===== src/logic/scg_pkg.sv =====
/*
  scan control package: serial frame layout, control fields, reset word, state codes.
  assumes one clock (core_clk, 200 MHz) and a synchronous active-low reset.
*/
package scg_pkg;
  // serial frame layout
  localparam int unsigned FRAME_BITS        = 16;
  localparam int unsigned ADDR_MSB          = 15;
  localparam int unsigned ADDR_LSB          = 12;
  localparam logic [3:0]  CTRL_ADDR         = 4'h0;
  localparam int unsigned CTRL_WIDTH        = 12;
  // control word fields
  localparam int unsigned MSB_EN_BIT        = 8;
  localparam int unsigned STEP_SRC_BIT      = 5;
  localparam int unsigned MODE_BIT          = 3;
  localparam int unsigned MARKER_EN_BIT     = 2;
  localparam logic [11:0] RESERVED_MASK     = 12'h0D3;
  // reset: reserved bits set, pins released, internal stepping, pulse mode
  localparam logic [11:0] CTRL_RESET        = 12'h0D3;
  // marker pulse length in master clock periods
  localparam int unsigned SYNC_PULSE_CYCLES = 4;
  // frame receiver states, gray along idle -> shift -> load
  typedef enum logic [1:0] {
    SCG_IDLE  = 2'h0,
    SCG_SHIFT = 2'h1,
    SCG_LOAD  = 2'h3
  } scg_state_type;
endpackage : scg_pkg


===== src/logic/scg_control.sv =====
/*
  scan control word receiver and output option decode.
  assumes the serial pins are synchronous to core_clk and sampled many times
  per serial bit; data is taken on the falling serial clock edge while the
  frame select is low.
*/
`timescale 1ns/1ps
// How it works
// RULE1 - control word is a 16-bit frame with zero top address nibble
// RULE2 - msb enable one drives the msb pin
// RULE3 - msb enable zero releases the msb pin
// RULE4 - host writes ones into reserved bits seven, six, four, one, zero
// RULE5 - step source one advances only on external trigger edges
// RULE6 - step source zero advances on the internal interval timer
// RULE7 - marker mode matters only while the marker pin is enabled
// RULE8 - level mode raises marker at scan end, drops it at next start
// RULE9 - pulse mode gives a four-clock pulse per step, nothing at scan end
// RULE10 - marker enable one drives the marker pin
// RULE11 - marker enable zero releases the marker pin
// RULE12 - new fields apply on the clock after the whole word arrives
module scg_control (
  // clock and reset
  input  wire logic                         core_clk,
  input  wire logic                         rstn,
  // serial write port
  input  wire logic                         ser_sclk,
  input  wire logic                         ser_sdata,
  input  wire logic                         ser_fsync_n,
  // scan engine events
  input  wire logic                         step_timer_done,
  input  wire logic                         step_trigger_pin,
  input  wire logic                         scan_finished,
  input  wire logic                         scan_start,
  input  wire logic                         msb_level,
  // step request to the scan engine
  output logic                              step_advance,
  // msb digital pin
  output logic                              msb_digital_pin_o,
  output logic                              msb_digital_pin_oe,
  // sync marker pin
  output logic                              scan_marker_pin_o,
  output logic                              scan_marker_pin_oe,
  // control word status
  output logic [scg_pkg::CTRL_WIDTH-1:0]    scan_control_word,
  output logic                              reserved_bits_ok
);
  import scg_pkg::*;

  scg_state_type             state_ff;
  scg_state_type             nxt_state;
  logic [FRAME_BITS-1:0]     shift_ff;
  logic [FRAME_BITS-1:0]     nxt_shift;
  logic [4:0]                cnt_ff;
  logic [4:0]                nxt_cnt;
  logic [CTRL_WIDTH-1:0]     ctrl_ff;
  logic [CTRL_WIDTH-1:0]     nxt_ctrl;
  logic                      sclk_prev_ff;
  logic                      trig_prev_ff;
  logic                      msb_ff;
  logic                      sclk_fall;
  logic                      trig_rise;
  logic                      addr_is_ctrl;
  logic                      scan_marker_output;

  // serial clock falling edge, only counted inside a frame
  assign sclk_fall    = sclk_prev_ff && !ser_sclk && !ser_fsync_n;
  assign addr_is_ctrl = (shift_ff[ADDR_MSB:ADDR_LSB] == CTRL_ADDR);

  // frame receiver: shift sixteen bits msb first, then hold in load until frame select rises
  always_comb begin
    nxt_state = state_ff;
    nxt_shift = shift_ff;
    nxt_cnt   = cnt_ff;
    nxt_ctrl  = ctrl_ff;
    unique case (state_ff)
      SCG_IDLE: begin
        nxt_cnt = 5'h00;
        if (!ser_fsync_n) begin
          nxt_state = SCG_SHIFT;
        end
      end
      SCG_SHIFT: begin
        if (ser_fsync_n) begin
          nxt_state = SCG_IDLE;                          // short frame is dropped
        end else if (sclk_fall) begin
          nxt_shift = {shift_ff[FRAME_BITS-2:0], ser_sdata};
          nxt_cnt   = cnt_ff + 5'h01;
          if (cnt_ff == 5'(FRAME_BITS - 1)) begin
            nxt_state = SCG_LOAD;                        // RULE1
          end
        end
      end
      SCG_LOAD: begin
        // whole word held; apply only if it is addressed to control
        if (addr_is_ctrl) begin
          nxt_ctrl = shift_ff[CTRL_WIDTH-1:0];           // RULE1 RULE12
        end
        nxt_cnt   = 5'h00;
        nxt_state = ser_fsync_n ? SCG_IDLE : SCG_LOAD;   // wait for frame end
      end
    endcase
  end

  always_ff @(posedge core_clk) begin
    if (!rstn) begin
      state_ff <= SCG_IDLE;
      shift_ff <= '0;
      cnt_ff   <= 5'h00;
      ctrl_ff  <= CTRL_RESET;
    end else begin
      state_ff <= nxt_state;
      shift_ff <= nxt_shift;
      cnt_ff   <= nxt_cnt;
      ctrl_ff  <= nxt_ctrl;
    end
  end

  // edge history of pins and the registered msb level
  always_ff @(posedge core_clk) begin
    if (!rstn) begin
      sclk_prev_ff <= 1'b1;
      trig_prev_ff <= 1'b0;
      msb_ff       <= 1'b0;
    end else begin
      sclk_prev_ff <= ser_sclk;
      trig_prev_ff <= step_trigger_pin;
      msb_ff       <= msb_level;
    end
  end

  // step source: the timer is ignored in external mode so a stray interval
  // never advances a scan the host wants to pace by hand
  assign trig_rise    = step_trigger_pin && !trig_prev_ff;
  assign step_advance = ctrl_ff[STEP_SRC_BIT] ? trig_rise        // RULE5
                                              : step_timer_done; // RULE6

  scg_marker #(
    .PULSE_CYCLES (SYNC_PULSE_CYCLES)
  ) u_marker (
    .core_clk           (core_clk),
    .rstn               (rstn),
    .marker_mode_select (ctrl_ff[MODE_BIT]),
    .step_advance       (step_advance),
    .scan_finished      (scan_finished),
    .scan_start         (scan_start),
    .scan_marker_output (scan_marker_output)
  );

  // pin drivers; the marker only reaches the pin while enabled
  assign msb_digital_pin_o  = msb_ff;
  assign msb_digital_pin_oe = ctrl_ff[MSB_EN_BIT];                 // RULE2 RULE3
  assign scan_marker_pin_o  = ctrl_ff[MARKER_EN_BIT] && scan_marker_output; // RULE7
  assign scan_marker_pin_oe = ctrl_ff[MARKER_EN_BIT];              // RULE10 RULE11

  // status: host-visible copy and reserved-bit check
  assign scan_control_word = ctrl_ff;
  assign reserved_bits_ok  = ((ctrl_ff & RESERVED_MASK) == RESERVED_MASK); // RULE4
endmodule : scg_control


===== src/logic/scg_marker.sv =====
/*
  sync marker generator: level from end of scan, or a short pulse per step.
  assumes event inputs are one-cycle pulses on core_clk.
*/
`timescale 1ns/1ps
module scg_marker #(
  parameter int unsigned PULSE_CYCLES = scg_pkg::SYNC_PULSE_CYCLES
) (
  // clock and reset
  input  wire logic core_clk,
  input  wire logic rstn,
  // mode and events
  input  wire logic marker_mode_select,
  input  wire logic step_advance,
  input  wire logic scan_finished,
  input  wire logic scan_start,
  // marker level
  output logic      scan_marker_output
);
  import scg_pkg::*;

  logic [3:0] cnt_ff;
  logic [3:0] nxt_cnt;
  logic       lvl_ff;
  logic       nxt_lvl;

  // level mode holds from end of scan to next start; pulse mode counts down
  always_comb begin
    nxt_lvl = lvl_ff;
    nxt_cnt = (cnt_ff != 4'h0) ? cnt_ff - 4'h1 : 4'h0;
    if (marker_mode_select) begin
      nxt_cnt = 4'h0;
      if (scan_start) begin
        nxt_lvl = 1'b0;                                  // RULE8
      end else if (scan_finished) begin
        nxt_lvl = 1'b1;                                  // RULE8
      end
    end else begin
      nxt_lvl = 1'b0;                                    // RULE9
      if (step_advance) begin
        nxt_cnt = PULSE_CYCLES[3:0];                     // RULE9
      end
    end
  end

  always_ff @(posedge core_clk) begin
    if (!rstn) begin
      cnt_ff <= 4'h0;
      lvl_ff <= 1'b0;
    end else begin
      cnt_ff <= nxt_cnt;
      lvl_ff <= nxt_lvl;
    end
  end

  assign scan_marker_output = marker_mode_select ? lvl_ff : (cnt_ff != 4'h0);
endmodule : scg_marker


===== config.mk =====
export PLATFORM = sky130hd
export DESIGN_NAME = scg_control
export DESIGN_NICKNAME = d
export VERILOG_FILES = /design/src/logic/scg_pkg.sv /design/src/logic/scg_control.sv /design/src/logic/scg_marker.sv
export SDC_FILE = /design/constraint.sdc
export NUM_CORES = 1
export LEC_CHECK = 0
export BUFFER_PORTS_ARGS = -buffer_cell sky130_fd_sc_hd__buf_2
export CAP_MARGIN = 20
export CELL_PAD_IN_SITES_DETAIL_PLACEMENT = 1
export CELL_PAD_IN_SITES_GLOBAL_PLACEMENT = 2
export CORE_MARGIN = 8
export CORE_UTILIZATION = 35
export CTS_CLUSTER_DIAMETER = 100
export CTS_CLUSTER_SIZE = 25
export DETAILED_ROUTE_END_ITERATION = 8
export PLACE_DENSITY_LB_ADDON = 0.1
export SLEW_MARGIN = 40
export SYNTH_ARGS = -nofsm -noshare
export SYNTH_HDL_FRONTEND = slang
export SYNTH_SLANG_ARGS = --single-unit

===== constraint.sdc =====
create_clock -name core_clk -period 4.2 [get_ports core_clk]
set_input_delay 0.42 -clock core_clk [delete_from_list [all_inputs] [get_ports core_clk]]
set_output_delay 0.42 -clock core_clk [all_outputs]
set_load 0.03 [all_outputs]

**Yosys cells after proc, flatten, opt, wreduce, memory -nomap -nowiden**

Index checks and enable logic that the tools add are counted.
W data, S select, Z words.

- Reduce and logical (&&, ||, !) cells: 18
- Eq/ne operators: 9
- Bitwise operators: 4
- Add/sub/neg operators: 2
- Multiplexer cells: 13

Operator list:

| operator | count |
|---|---|
| $mux W2 | 5 |
| $mux W5 | 2 |
| $pmux W5 S2 | 1 |
| $mux W3 | 2 |
| $ne A2 B2 Y1 const B | 3 |
| $ne A3 B3 Y1 const B | 2 |
| $pmux W2 S3 | 1 |
| $reduce_and A3 Y1 | 2 |
| $add A5 B1 Y5 const B | 1 |
| $eq A5 B4 Y1 const B | 1 |
| $eq A5 B5 Y1 const B | 1 |
| $logic_and A1 B1 Y1 | 4 |
| $logic_not A4 Y1 | 1 |
| $not A1 Y1 | 4 |
| $reduce_and A2 Y1 | 2 |
| $reduce_bool A4 Y1 | 1 |
| $reduce_or A2 Y1 | 2 |
| $reduce_or A4 Y1 | 1 |
| $sub A4 B1 Y4 const B | 1 |
| $logic_not A1 Y1 | 3 |
| $reduce_or A3 Y1 | 1 |
| $eq A2 B1 Y1 const B | 1 |
| $eq A2 B2 Y1 const B | 1 |
| $logic_not A2 Y1 | 1 |
| $mux W1 | 2 |

- Input port bits: 10
- Register bits after elaboration: 43
- Word-level logic and storage cells: 56

**Longest topological paths before layout**

- Depth in word-level cells: 6
- Depth in mapped cells: 7
- Gate-level depth less buffers: 6

**Hierarchy**

From an unflattened synthesis, not the netlist that was laid out.

- Cells, all modules: 221
- Area total of the unflattened synthesis: 1,843.0 um2

By module, submodules not included:

| module | area an instance (um2) | times used | cells an instance | seq. area each (um2) |
|---|---|---|---|---|
| scg_control | 1,607.8 | 1 | 195 | 760.7 |
| scg_marker | 235.2 | 1 | 26 | 100.1 |

**Least setup slack after synthesis**

Ideal clock, no wire load.

- Path kind: reg-to-reg
- Start: register state_ff[0]
- End: register ctrl_ff[0] (netlist: scan_control_word[0])
- Cell stages (with the launch flop): 6
- Data arrival time: 1.565 ns
- Period minus slack after synthesis: 1.701 ns
- Required time: 4.064 ns
- Slack: 2.499 ns
- Buffers on the path: 1
- Cell sequence: dfxtp_1 -> ha_1 -> or4b_2 -> clkbuf_1 -> o21ai_0 -> nand3_1

- Cells in the longest elaborated chain, start to end: 2

RTL lines:

| item | RTL line | text |
|---|---|---|
| start: declaration | scg_control.sv:49 | `scg_state_type state_ff;` |
| start signal: assignment | scg_control.sv:111 | `state_ff <= nxt_state;` |
| $eq A2 B2 Y1 | scg_control.sv:75 | `unique case (state_ff)` |
| $reduce_and A2 Y1 (no line) | -- |  |
| end signal: assignment | scg_control.sv:114 | `ctrl_ff <= nxt_ctrl;` |
| end: declaration | scg_control.sv:55 | `logic [CTRL_WIDTH-1:0] ctrl_ff;` |

Every way passes these cells.
A chain may end at the register's enable or synchronous reset.

**Worst setup path in the final report**

- Start: register state_ff[0]
- End: register shift_ff[15]

- Cells in the longest elaborated chain, start to end: 2

RTL lines:

| item | RTL line | text |
|---|---|---|
| $eq A2 B1 Y1 | scg_control.sv:75 |  |
| $reduce_and A3 Y1 (no line) | -- |  |
| end signal: assignment | scg_control.sv:112 | `shift_ff <= nxt_shift;` |
| end: declaration | scg_control.sv:51 | `logic [FRAME_BITS-1:0] shift_ff;` |

Every way passes these cells.

==> qor.csv <==
metric,value,unit
ranking of synthesized cells by area,"dfxtp_1, a21oi_1, nand2_1",
critical register-to-register path startpoint,state_ff[0],
Inserted Diodes,0,
clock share of power,38.2,%
Commonest cells post-synth,"dfxtp_1, nand2_1, a21oi_1",
worst path required time,4.35,ns
Yosys reg bits,43,
Sequential Power Share,50.7,%
Worst path depth,4,
Netlist Area Pre-Place,1859,µm²
Worst-Margin Slew,0.7351,ns
Tmin final,2.071,ns
Psw,0.2124,mW
R2R cell count,4,
Area Overhead vs Synth,14.06,%
data arrival time of the critical path,2.22,ns
max cap viols,0,
Starting Density,36.40,%
Crit path max-delay family,simple AND/OR/NAND/NOR gates,
clock buffer depth,2,
Crit. Startpoint,state_ff[0],
# H-tree levels,2,
Setup Viol. Count Final,0,
"area leader, netlist",dfxtp_1,
layout cells sized above 1,18.60,%
Post-Syn Nets,239,
Sw Share,25.17,%
cell area power density,398.0,nW/µm²
most frequent cell after synthesis,dfxtp_1,
Comb pwr share,11.1,%
root buf cell,clkbuf_8,
fmax,483.0,MHz
DP Cell Count,304,
row cnt,26,
Tot GR Track Use,12.67,%
initial antenna violation count,0,
worst skew pair latency,0.30,ns
routed vias/inst,5.087,
number of synthesis warnings,0,
die width,88.89,µm
ANT nets after route,0,
CP max FO,16,
routing usage on met2,21.70,%
Detail Placement HPWL,3391,µm
Storage cell area,860.8,µm²
routing usage on met1,14.62,%
Setup crit end,shift_ff[15],
I/O pin cnt,28,
WL/cell,14.73,µm
vias in the first global route,1643,
Buffers on Ports,27,
crit-path max cell delay,0.78,ns
setup TNS,0,ns
primary flip-flop cell chosen by synthesis mapping,dfxtp_1,
"Hold Vio Cnt, Final",0,
crit path kind,reg -> reg,
internal power,0.6316,mW
Core Area,5107,µm²
startpoint class of the critical path,register,
CP Buf/Inv Count,0,
Post-Syn Instances,222,
CTS Sinks,43,
"EDFF count, synth",0,
CTS tree,built,
CP Cell Sequence,ha_1 -> or4bb_2 -> nand2_1 -> a21oi_1,
# resized after CTS,0,
drc violations,0,
Clock Skew,0.01421,ns
status,finished clean,
final slew viol count,0,
Leakage,0.7927,nW
nets,258,
final wirelength,4595,µm
routing usage on met3,3.714,%
first-pass GRT wire length,7824,µm
Die Height,88.89,µm
CTS clock-pin slew for the worst setup and hold paths,0.08,ns
Post-CTS Hold Buffers,0,
footprint of the multi-input gates,883.3,µm²
RSZ-0062 raised after global routing,false,
vias after detailed routing,1587,
Num CTS Buffers,5,
DIE AREA,7901,µm²
worst hold path type,in -> reg,
asr flop ratio synth,0,%
Yosys cell types,39,
Post-Layout Cell Count,312,
Routability Congestion,0.7242,
Worst slew margin,50.69,%
slowest CP cell,or4bb_2,
Synth top area share,46.30,%
drt first pass iters,4,
DR iter-0 viols,40,
largest net degree at the start of global routing,28,
part of the cycle the worst path needs,49.30,%
post-synthesis area per instance,8.375,µm²
Peak VDD IR,225.4,µV
worst reg2reg setup slack,2.13,ns
sequential area share after synthesis,46.30,%
Setup Buffers After CTS,0,
worst reg2reg endpoint,shift_ff[15],
grt peak-use layer,met2,
Crit. End Element,register,
total grt overflow,0,
fill count,638,
## area by class of cell
type	count	area share, %
clock buffers	5	3.245
clock inverters	3	2.065
inverters	9	1.593
multi-input cells	154	41.65
flip-flops and latches	43	40.59
well taps	70	4.130
repair buffers	28	6.726
## logic make-up (layout without fill, tap and decap cells)
family | count (synthesis) | after routing | synth area share (%)
fa+ha+maj | 7 | 7 | 4.710
xor+xnor | 1 | 1 | 0.4711
buf+inv | 25 | 45 | 6.527
simple gates | 92 | 92 | 24.97
compound gates | 54 | 54 | 17.03
flops | 43 | 43 | 46.30
## power by group through the flow
stage               Sequential, mW  Combinational (mW)  Clock (mW)
floorplan                    0.440              0.0671           0
global placement             0.436              0.0893           0
detailed placement           0.438              0.0955           0
CTS                          0.428              0.0959       0.335
global route                 0.430               0.107       0.351
finish                       0.428              0.0939       0.322
## stage by stage
stage	setup slack [ns]	area [µm²]	hold slack [ns]	util [%]	total power, mW
3_3_place_gp	2.261	2002	0.4211	39.20	0.5256
3_5_place_dp	2.147	2002	0.4355	39.20	0.5331
6_report	2.129	2121	0.2883	41.52	0.8441
4_1_cts	2.142	2115	0.2798	41.40	0.8590
5_1_grt	1.980	2121	0.2792	41.52	0.8883
2_1_floorplan	2.499	1859	0.4133	-	0.5071
## sequential cells by signal, summed over array words and instances (netlist names)
name               count
state_ff               2
u_marker.lvl_ff        1
sclk_prev_ff           1
msb_digital_pin_o      1
u_marker.cnt_ff        4
trig_prev_ff           1
shift_ff              16
scan_control_word     12
cnt_ff                 5
## worst min path at each step
stage,end,cells past startpoint,start
floorplan,u_marker.cnt_ff[0],1,u_marker.cnt_ff[0]
global placement,u_marker.cnt_ff[0],1,u_marker.cnt_ff[0]
detailed placement,u_marker.cnt_ff[0],1,u_marker.cnt_ff[0]
CTS,u_marker.lvl_ff,2,scan_start
global route,u_marker.lvl_ff,2,scan_start
finish,u_marker.lvl_ff,2,scan_start
## metal layers
metal  vias up  part of all wire, %
met5         -                    0
met4         0                 0.87
met3         5                  4.5
met2        17                   49
met1       767                   46
li1        798                    -
## worst reg2reg max path, cell delays in order, from the launching register on
cell and delay (ns):
dfxtp_1 0.40, ha_1 0.52, or4bb_2 0.78, nand2_1 0.15, a21oi_1 0.08
## placed cells by master (no fill, tap or decap), types with 2 or more instances in the layout
cell | synthesis | routed
ha_1 | 7 | 7
buf_2 | 1 | 27
nand3_1 | 25 | 25
dfxtp_1 | 43 | 43
clkbuf_8 | 0 | 5
nor2b_1 | 4 | 4
nand2_1 | 38 | 38
a21oi_1 | 29 | 29
nor3_1 | 2 | 2
nor2_1 | 6 | 6
and2_1 | 3 | 3
nor3b_1 | 2 | 2
nand3b_1 | 2 | 2
or4b_2 | 2 | 2
a211o_2 | 2 | 2
o21ai_0 | 13 | 13
inv_1 | 8 | 8
Note: power is estimated with default switching activity, not from simulation.
